$ cat src/hdl/wdt_regs.svh
`ifndef WDT_REGS_SVH
`define WDT_REGS_SVH
// Register indexes; byte address is four times the index
`define WDT_IDX_SVC      10'h0a6
`define WDT_IDX_PRESC    10'h0a7
`define WDT_IDX_STAT     10'h0a8
`define WDT_IDX_ICLR     10'h0a9
`define WDT_IDX_IEN      10'h0aa
// Service key bytes
`define WDT_KEY_FIRST    8'h1e
`define WDT_KEY_SECOND   8'he1
// Counter and pulse figures
`define WDT_TERMINAL     14'h3fff
`define WDT_PULSE_TICKS  7'h60
`define WDT_PRESC_RST    3'h0
// Status bit positions
`define WDT_EV_ARM       0
`define WDT_EV_SERVICE   1
`define WDT_EV_ABANDON   2
`define WDT_EV_OVERFLOW  3
`define WDT_ST_ARMED     4
`define WDT_ST_PULSE     5
// Bus responses
`define WDT_RESP_OKAY    2'h0
`define WDT_RESP_SLVERR  2'h2
`endif

$ cat src/hdl/wdt_pkg.sv
package wdt_pkg;
  typedef enum logic [1:0] {
    KEY_IDLE = 2'b01,
    KEY_HALF = 2'b10
  } key_state_e;
  typedef logic [3:0] event_t;
  typedef logic [9:0] reg_idx_t;
endpackage

$ cat src/hdl/wdt_core_if.sv
`timescale 1ns/10ps
// Control side to counter core
interface wdt_core_if;
  logic       tick;
  logic       key_done;
  logic [2:0] presc;
  logic       armed;
  logic       wrap;
  logic       rst_pin;
  modport ctrl (output tick, key_done, presc, input armed, wrap, rst_pin);
  modport core (input tick, key_done, presc, output armed, wrap, rst_pin);
endinterface

$ cat src/hdl/wdt_core.sv
`timescale 1ns/10ps
`include "wdt_regs.svh"
module wdt_core
  import wdt_pkg::*;
#(
  parameter int CNT_W = 14,
  parameter int PRE_W = 7
) (
  input wire logic aclk,
  input wire logic aresetn,
  wdt_core_if.core cif
);
  logic [CNT_W-1:0] cnt_r;
  logic [PRE_W-1:0] pre_r;
  logic [6:0]       pulse_r;
  logic             armed_r;
  logic             wrap_r;
  logic             rst_pin_r;
  logic             step;
  logic             at_end;

  // Low bits of the prescaler that must be all ones to pass a tick
  function automatic logic [PRE_W-1:0] stage_mask(input logic [2:0] sel);
    stage_mask = PRE_W'((32'h1 << sel) - 32'h1);
  endfunction

  // Prescaled tick and terminal detect
  assign step   = cif.tick & ((pre_r & stage_mask(cif.presc)) == stage_mask(cif.presc));
  assign at_end = armed_r & (cnt_r == CNT_W'(`WDT_TERMINAL));

  // Armed flag: only reset or overflow clears it
  always_ff @(posedge aclk) begin
    if (!aresetn) begin
      armed_r <= 1'b0;
    end else if (at_end) begin
      armed_r <= 1'b0;
    end else if (cif.key_done) begin
      armed_r <= 1'b1;
    end
  end

  // Prescaler and counter; a completed key restarts both
  always_ff @(posedge aclk) begin
    if (!aresetn) begin
      cnt_r <= '0;
      pre_r <= '0;
    end else if (at_end || cif.key_done) begin
      cnt_r <= '0;
      pre_r <= '0;
    end else if (armed_r && cif.tick) begin
      pre_r <= pre_r + PRE_W'(1);
      if (step) begin
        cnt_r <= cnt_r + CNT_W'(1);
      end
    end
  end

  // Reset pulse, timed in machine-cycle ticks
  always_ff @(posedge aclk) begin
    if (!aresetn) begin
      pulse_r   <= 7'h0;
      rst_pin_r <= 1'b0;
    end else if (at_end) begin
      pulse_r   <= `WDT_PULSE_TICKS;
      rst_pin_r <= 1'b1;
    end else if (cif.tick && pulse_r != 7'h0) begin
      pulse_r <= pulse_r - 7'h1;
      if (pulse_r == 7'h1) begin
        rst_pin_r <= 1'b0;
      end
    end
  end

  // Overflow event for the status register
  always_ff @(posedge aclk) begin
    if (!aresetn) begin
      wrap_r <= 1'b0;
    end else begin
      wrap_r <= at_end;
    end
  end

  assign cif.armed   = armed_r;
  assign cif.wrap    = wrap_r;
  assign cif.rst_pin = rst_pin_r;
endmodule // wdt_core

$ cat src/hdl/wdt_top.sv
`timescale 1ns/10ps
`include "wdt_regs.svh"
// Summary of operation
// - Watchdog is idle after every reset until the key sequence arms it.
// - Writing 1E then E1 to the service register arms the watchdog.
// - Armed, the 14-bit counter advances once per 2^n machine cycles at prescale setting n.
// - Armed, only reset or its own overflow stops it.
// - Counter reaching 3FFF overflows and resets the device.
// - Each complete key pair restarts the counter from zero.
// - Overflow drives the reset pin high for 96 machine-cycle ticks.
// - Service register is write-only; counter never readable or writable.
// - A seven-stage prescaler ahead of the counter lengthens the time-out.
// - Prescale setting is frozen once armed, until the next reset or overflow.
module wdt_top
  import wdt_pkg::*;
#(
  parameter int ADDR_W = 12
) (
  input  wire logic              aclk,
  input  wire logic              aresetn,
  input  wire logic [ADDR_W-1:0] s_axi_awaddr,
  input  wire logic              s_axi_awvalid,
  output      logic              s_axi_awready,
  input  wire logic [31:0]       s_axi_wdata,
  input  wire logic [3:0]        s_axi_wstrb,
  input  wire logic              s_axi_wvalid,
  output      logic              s_axi_wready,
  output      logic [1:0]        s_axi_bresp,
  output      logic              s_axi_bvalid,
  input  wire logic              s_axi_bready,
  input  wire logic [ADDR_W-1:0] s_axi_araddr,
  input  wire logic              s_axi_arvalid,
  output      logic              s_axi_arready,
  output      logic [31:0]       s_axi_rdata,
  output      logic [1:0]        s_axi_rresp,
  output      logic              s_axi_rvalid,
  input  wire logic              s_axi_rready,
  input  wire logic              machine_cycle_tick,
  output      logic              wdt_irq,
  output      logic              wdt_reset_out
);

  // ****************************************
  // Declarations
  // ****************************************
  wdt_core_if cif ();

  logic             awready_r;
  logic             wready_r;
  logic             bvalid_r;
  logic [1:0]       bresp_r;
  logic             arready_r;
  logic             rvalid_r;
  logic [31:0]      rdata_r;
  logic [1:0]       rresp_r;
  logic             irq_r;
  logic             aw_full_r;
  logic             w_full_r;
  reg_idx_t         widx_r;
  logic [7:0]       wbyte_r;
  logic             wlane_r;
  key_state_e       key_r;
  logic             key_done_r;
  logic [2:0]       presc_r;
  event_t           stat_r;
  event_t           ien_r;
  event_t           ev_set;
  event_t           ev_clr;
  logic             aw_hs;
  logic             w_hs;
  logic             wr_go;
  logic             ar_hs;
  logic             aw_full_nxt;
  logic             w_full_nxt;
  logic             svc_wr;
  reg_idx_t         ridx;

  // Word index out of a byte address
  function automatic reg_idx_t to_idx(input logic [ADDR_W-1:0] a);
    to_idx = a[11:2];
  endfunction

  // Decoder shared by the read and write paths
  function automatic logic mapped(input reg_idx_t i);
    mapped = (i == `WDT_IDX_SVC) || (i == `WDT_IDX_PRESC) || (i == `WDT_IDX_STAT)
          || (i == `WDT_IDX_ICLR) || (i == `WDT_IDX_IEN);
  endfunction

  // ****************************************
  // Write channel
  // ****************************************
  // Address and data may arrive in either order; each is held until both are in
  assign aw_hs       = s_axi_awvalid & awready_r;
  assign w_hs        = s_axi_wvalid & wready_r;
  assign wr_go       = aw_full_r & w_full_r & ~bvalid_r;
  assign aw_full_nxt = (aw_full_r | aw_hs) & ~wr_go;
  assign w_full_nxt  = (w_full_r | w_hs) & ~wr_go;

  // Hold flags and ready outputs
  always_ff @(posedge aclk) begin
    if (!aresetn) begin
      aw_full_r <= 1'b0;
      w_full_r  <= 1'b0;
      awready_r <= 1'b0;
      wready_r  <= 1'b0;
    end else begin
      aw_full_r <= aw_full_nxt;
      w_full_r  <= w_full_nxt;
      awready_r <= ~aw_full_nxt;
      wready_r  <= ~w_full_nxt;
    end
  end

  // Captured write address and low data byte
  always_ff @(posedge aclk) begin
    if (!aresetn) begin
      widx_r  <= '0;
      wbyte_r <= 8'h0;
      wlane_r <= 1'b0;
    end else begin
      if (aw_hs) begin
        widx_r <= to_idx(s_axi_awaddr);
      end
      if (w_hs) begin
        wbyte_r <= s_axi_wdata[7:0];
        wlane_r <= s_axi_wstrb[0];
      end
    end
  end

  // Write response; unmapped words answer SLVERR
  always_ff @(posedge aclk) begin
    if (!aresetn) begin
      bvalid_r <= 1'b0;
      bresp_r  <= `WDT_RESP_OKAY;
    end else if (wr_go) begin
      bvalid_r <= 1'b1;
      bresp_r  <= mapped(widx_r) ? `WDT_RESP_OKAY : `WDT_RESP_SLVERR;
    end else if (s_axi_bready) begin
      bvalid_r <= 1'b0;
    end
  end

  // Only the low byte lane reaches the 8-bit service register
  assign svc_wr = wr_go & wlane_r & (widx_r == `WDT_IDX_SVC);

  // ****************************************
  // Key sequence
  // ****************************************
  // Any byte but the expected one drops back to idle
  always_ff @(posedge aclk) begin
    if (!aresetn) begin
      key_r      <= KEY_IDLE;
      key_done_r <= 1'b0;
    end else begin
      key_done_r <= 1'b0;
      if (svc_wr) begin
        case (key_r)
          KEY_IDLE: begin
            key_r <= (wbyte_r == `WDT_KEY_FIRST) ? KEY_HALF : KEY_IDLE;
          end
          KEY_HALF: begin
            key_r      <= KEY_IDLE;
            key_done_r <= (wbyte_r == `WDT_KEY_SECOND);
          end
          default: begin
            key_r <= KEY_IDLE;
          end
        endcase
      end
    end
  end

  // ****************************************
  // Prescale select
  // ****************************************
  // Frozen once armed, so a runaway program cannot stretch the time-out
  always_ff @(posedge aclk) begin
    if (!aresetn) begin
      presc_r <= `WDT_PRESC_RST;
    end else if (wr_go && wlane_r && widx_r == `WDT_IDX_PRESC && !cif.armed) begin
      presc_r <= wbyte_r[2:0];
    end
  end

  // ****************************************
  // Interrupt status
  // ****************************************
  // Events from the key logic and the core
  always_comb begin
    ev_set                   = '0;
    ev_set[`WDT_EV_ARM]      = key_done_r & ~cif.armed;
    ev_set[`WDT_EV_SERVICE]  = key_done_r & cif.armed;
    ev_set[`WDT_EV_ABANDON]  = svc_wr & (key_r == KEY_HALF) & (wbyte_r != `WDT_KEY_SECOND);
    ev_set[`WDT_EV_OVERFLOW] = cif.wrap;
  end

  assign ev_clr = (wr_go && wlane_r && widx_r == `WDT_IDX_ICLR) ? wbyte_r[3:0] : '0;

  // Sticky bits; a new event beats a clear in the same cycle
  always_ff @(posedge aclk) begin
    if (!aresetn) begin
      stat_r <= '0;
    end else begin
      stat_r <= (stat_r & ~ev_clr) | ev_set;
    end
  end

  // Enable mask
  always_ff @(posedge aclk) begin
    if (!aresetn) begin
      ien_r <= '0;
    end else if (wr_go && wlane_r && widx_r == `WDT_IDX_IEN) begin
      ien_r <= wbyte_r[3:0];
    end
  end

  // Level interrupt
  always_ff @(posedge aclk) begin
    if (!aresetn) begin
      irq_r <= 1'b0;
    end else begin
      irq_r <= |((stat_r & ~ev_clr | ev_set) & ien_r);
    end
  end

  // ****************************************
  // Read channel
  // ****************************************
  assign ar_hs = s_axi_arvalid & arready_r;
  assign ridx  = to_idx(s_axi_araddr);

  // One read at a time; ready returns once the data is taken
  always_ff @(posedge aclk) begin
    if (!aresetn) begin
      arready_r <= 1'b0;
      rvalid_r  <= 1'b0;
    end else if (ar_hs) begin
      arready_r <= 1'b0;
      rvalid_r  <= 1'b1;
    end else if (rvalid_r && s_axi_rready) begin
      arready_r <= 1'b1;
      rvalid_r  <= 1'b0;
    end else if (!rvalid_r) begin
      arready_r <= 1'b1;
    end
  end

  // Read data; write-only words and the counter never show
  always_ff @(posedge aclk) begin
    if (!aresetn) begin
      rdata_r <= 32'h0;
      rresp_r <= `WDT_RESP_OKAY;
    end else if (ar_hs) begin
      rdata_r <= 32'h0;
      rresp_r <= mapped(ridx) ? `WDT_RESP_OKAY : `WDT_RESP_SLVERR;
      case (ridx)
        `WDT_IDX_PRESC: begin
          rdata_r[2:0] <= presc_r;
        end
        `WDT_IDX_STAT: begin
          rdata_r[3:0]           <= stat_r;
          rdata_r[`WDT_ST_ARMED] <= cif.armed;
          rdata_r[`WDT_ST_PULSE] <= cif.rst_pin;
        end
        `WDT_IDX_IEN: begin
          rdata_r[3:0] <= ien_r;
        end
        default: begin
          rdata_r <= 32'h0;
        end
      endcase
    end
  end

  // ****************************************
  // Core and outputs
  // ****************************************
  assign cif.tick     = machine_cycle_tick;
  assign cif.key_done = key_done_r;
  assign cif.presc    = presc_r;

  wdt_core #(
    .CNT_W (14),
    .PRE_W (7)
  ) u_core (
    .aclk    (aclk),
    .aresetn (aresetn),
    .cif     (cif.core)
  );

  assign s_axi_awready = awready_r;
  assign s_axi_wready  = wready_r;
  assign s_axi_bvalid  = bvalid_r;
  assign s_axi_bresp   = bresp_r;
  assign s_axi_arready = arready_r;
  assign s_axi_rvalid  = rvalid_r;
  assign s_axi_rdata   = rdata_r;
  assign s_axi_rresp   = rresp_r;
  assign wdt_irq       = irq_r;
  assign wdt_reset_out = cif.rst_pin;
endmodule // wdt_top

$ cat config.mk
export PLATFORM = sky130hd
export DESIGN_NAME = wdt_top
export DESIGN_NICKNAME = d
export VERILOG_FILES = /design/src/hdl/wdt_pkg.sv /design/src/hdl/wdt_core_if.sv /design/src/hdl/wdt_core.sv /design/src/hdl/wdt_top.sv
export VERILOG_INCLUDE_DIRS = /design/src /design/src/hdl
export SDC_FILE = /design/constraint.sdc
export NUM_CORES = 1
export LEC_CHECK = 0
export ABC_AREA = 1
export BUFFER_PORTS_ARGS = -buffer_cell sky130_fd_sc_hd__buf_2
export CORE_UTILIZATION = 30
export CTS_BUF_LIST = sky130_fd_sc_hd__clkbuf_16
export DETAILED_ROUTE_END_ITERATION = 8
export GPL_ROUTABILITY_DRIVEN = 0
export HOLD_SLACK_MARGIN = 0.03
export PLACE_DENSITY = 0.47
export SETUP_SLACK_MARGIN = 0.05
export SLEW_MARGIN = 25
export SYNTH_ARGS = -nofsm -noshare
export SYNTH_HDL_FRONTEND = slang
export SYNTH_SLANG_ARGS = --single-unit
$ cat constraint.sdc
create_clock -name aclk -period 2.1 [get_ports aclk]
set_input_delay 0.315 -clock aclk [delete_from_list [all_inputs] [get_ports aclk]]
set_output_delay 0.315 -clock aclk [all_outputs]
set_load 0.01 [all_outputs]
==> results.cfg <==
[outcome]
status = completed

[floorplanning]
io_pins = 111
initial_core_util_pct = 30.9
dieArea_sq_um = 13400
core_sq_um = 12600
die_w_um = 116
die_height_um = 116
row_count = 41

[power_and_ir_drop]
combPwrFrac_pct = 12.5
cellLeakagePower_nw = 2.06
switching_power_mw = 0.972
p_sw_share_pct = 25.7
cellPowerDensity_nw_per_um2 = 818
internal-power_mw = 2.81
p_clk_share_pct = 43.7
seq_power_share_pct = 43.8
ir_drop_mv = 0.313

[drt]
drtPass1Iterations = 4
vias = 3484
drc = 0
wl_per_cell_um = 10.6
drt.antenna.violating_nets = 0
drtIter0Drc = 161
wirelength_mm = 8.50
via_per_inst = 4.36

[grt]
antenna_found_initial = 0
grt_pass1_wl_mm = 14.5
overflow = 0
busiest_layer = met2
gr-usage-all-layers_pct = 13.7
use_met2_pct = 20.7
grt_pass1_vias = 3178
use_met1_pct = 18.9
met3_usage_pct = 2.46
grt_start_max_net_pins = 20

[setup_path]
r2r_cells = 13
endpoint_kind = flop
critPathMaxFanout = 11
cp-start-kind = flop
worst_r2r_endpoint = u_core.cnt_r[2]
crit_path_start = cif.presc[0]
r2r_start = cif.presc[0]
cp-endpoint = u_core.cnt_r[2]
cp.required_ns = 2.32
ff2ff_setup_slack_ns = 0.24
arrival_ns = 2.08
critical_path_class = flop to flop

[cts]
cts_resized = 0
clockBufferDepth = 2
cts_tree = done
cts_root_buf = clkbuf_16
cts_setup_buffers = 0
cts_buffers = 9
cts_hold_buf = 0
clk_pin_slew_worst_paths_ns = 0.06
cts_sinks = 80
clk_latency_ns = 0.34
htreeDepth = 3

[placed_design]
placed_cells = 783
dp_hpwl_mm = 6.48
port_buffers = 51

[sta]
finalSetupTns_ns = 0
period_minus_slack_ns = 1.86
finalHoldViolCount = 0
fmax_mhz = 539
setup-violations-final = 0
rsz0062_at_grt = no
report.final.slew_viol_count = 0
final.period_utilization_pct = 88.4
whs_ns = 0.224
fin_worst_skew_ns = 0.0100

[synth]
syn_area_sq_um = 3900
yosysWarnings = 0
synthCells = 560
ys_seq_elements = 80
ys_seq_area_share_pct = 41.1
synth_cell_type_count = 29
synth.avg_cell_area_sq_um = 6.96

[layout]
nNetsFinal = 695
drive_gt1_share_pct = 13.1
fin_cells = 799
final_cell_mix = nand2_1, dfxtp_1, nor2_1
syn_to_final_growth_pct = 18.6
final_util_pct = 36.6
final_common_cell = nand2_1
n_antenna_cell = 0

[worst_hold_path]
hold_class = input port to flop

[job]
maxCapViolations = 0
how the worst min path moves through the flow:
stage / startpoint / to / slack, ns / depth (start not counted)
floorplan: wlane_r / wlane_r / 0.43 / 2
global placement: wlane_r / wlane_r / 0.44 / 2
detailed placement: wlane_r / wlane_r / 0.45 / 2
CTS: s_axi_wdata[3] / wbyte_r[3] / 0.22 / 3
global route: s_axi_wdata[1] / wbyte_r[1] / 0.23 / 3
finish: s_axi_wdata[3] / wbyte_r[3] / 0.22 / 3
sequential cells by signal, indices dropped and copies added (netlist names), 2 cells and up:
name            count
key_r               2
u_core.cnt_r       14
wbyte_r             8
ien_r               4
s_axi_rdata         6
stat_r              4
cif.presc           3
widx_r             10
u_core.pulse_r      7
u_core.pre_r        7
Yosys cell counts (all sizes together):
| cell | n | share of area, % |
|---|---|---|
| nand3b | 3 | 0.58 |
| dfxtp | 80 | 41 |
| a21oi | 46 | 5.9 |
| nor3b | 3 | 0.58 |
| nor3 | 13 | 1.8 |
| xnor2 | 4 | 0.90 |
| nand2 | 122 | 12 |
| nand4 | 14 | 2.2 |
| clkbuf | 7 | 0.67 |
| inv | 63 | 6.1 |
| conb | 1 | 0.096 |
| or2 | 2 | 0.32 |
| nand3 | 34 | 4.4 |
| ha | 5 | 1.6 |
| o21a | 1 | 0.19 |
| clkinv | 1 | 0.096 |
| xor2 | 11 | 2.5 |
| o2111a | 1 | 0.29 |
| buf | 30 | 5.8 |
| o211ai | 2 | 0.39 |
| o21ai | 36 | 4.6 |
| nor2 | 80 | 7.9 |
| nor4 | 1 | 0.16 |
final cells by class:
cell class	count	area [sq um]
fillers	1375	8000
multi-input cells	406	1910
flip-flops and latches	80	1600
repair buffers	61	343
inverters	64	240
clock buffers	9	225
well taps	172	215
clock inverters	7	88.8
through the flow:
step / power [mW] / worst slack (ns) / cell area (sq um)
final: 3.78 / 0.243 / 4620
after global routing: 4.01 / 0.0592 / 4620
after CTS: 3.83 / 0.230 / 4620
after detailed placement: 2.16 / 0.244 / 4300
after global placement: 2.15 / 0.256 / 4300
after floorplan: 2.07 / 0.397 / 4000
critical path, cell delays in order (launching register included):
cell and delay, ns:
dfxtp_1 0.38, nor2_2 0.15, nand2_1 0.08, ha_1 0.29
nor2_1 0.04, nor2_1 0.08, nand2_1 0.06, a21oi_1 0.13
nand2_1 0.11, nor2_4 0.14, buf_12 0.14, nand3_1 0.06
nand2_1 0.06, nor2_1 0.03
metal layers:
metal,up-vias,wire [um]
li1,1871,-
met1,1531,4290
met2,72,3680
met3,10,380
met4,0,149
met5,-,0
kinds of logic (layout without fill, tap and decap cells):
logic type / count (synthesis) / after routing / share of synthesized area, %
buf+inv: 101 / 141 / 12.7
other cells: 1 / 28 / 0.0962
fa+ha+maj: 5 / 5 / 1.61
simple gates: 272 / 272 / 29.8
xor+xnor: 15 / 15 / 3.37
flops: 80 / 80 / 41.1
compound gates: 86 / 86 / 11.4
power by group through the flow:
| stage | Combinational [mW] | Clock, mW | Sequential (mW) |
|---|---|---|---|
| after global routing | 0.554 | 1.78 | 1.67 |
| after floorplan | 0.389 | 0 | 1.68 |
| after CTS | 0.477 | 1.70 | 1.66 |
| final | 0.471 | 1.65 | 1.66 |
| after detailed placement | 0.474 | 0 | 1.69 |
| after global placement | 0.466 | 0 | 1.69 |
Note: power is estimated with default switching activity, not from simulation.
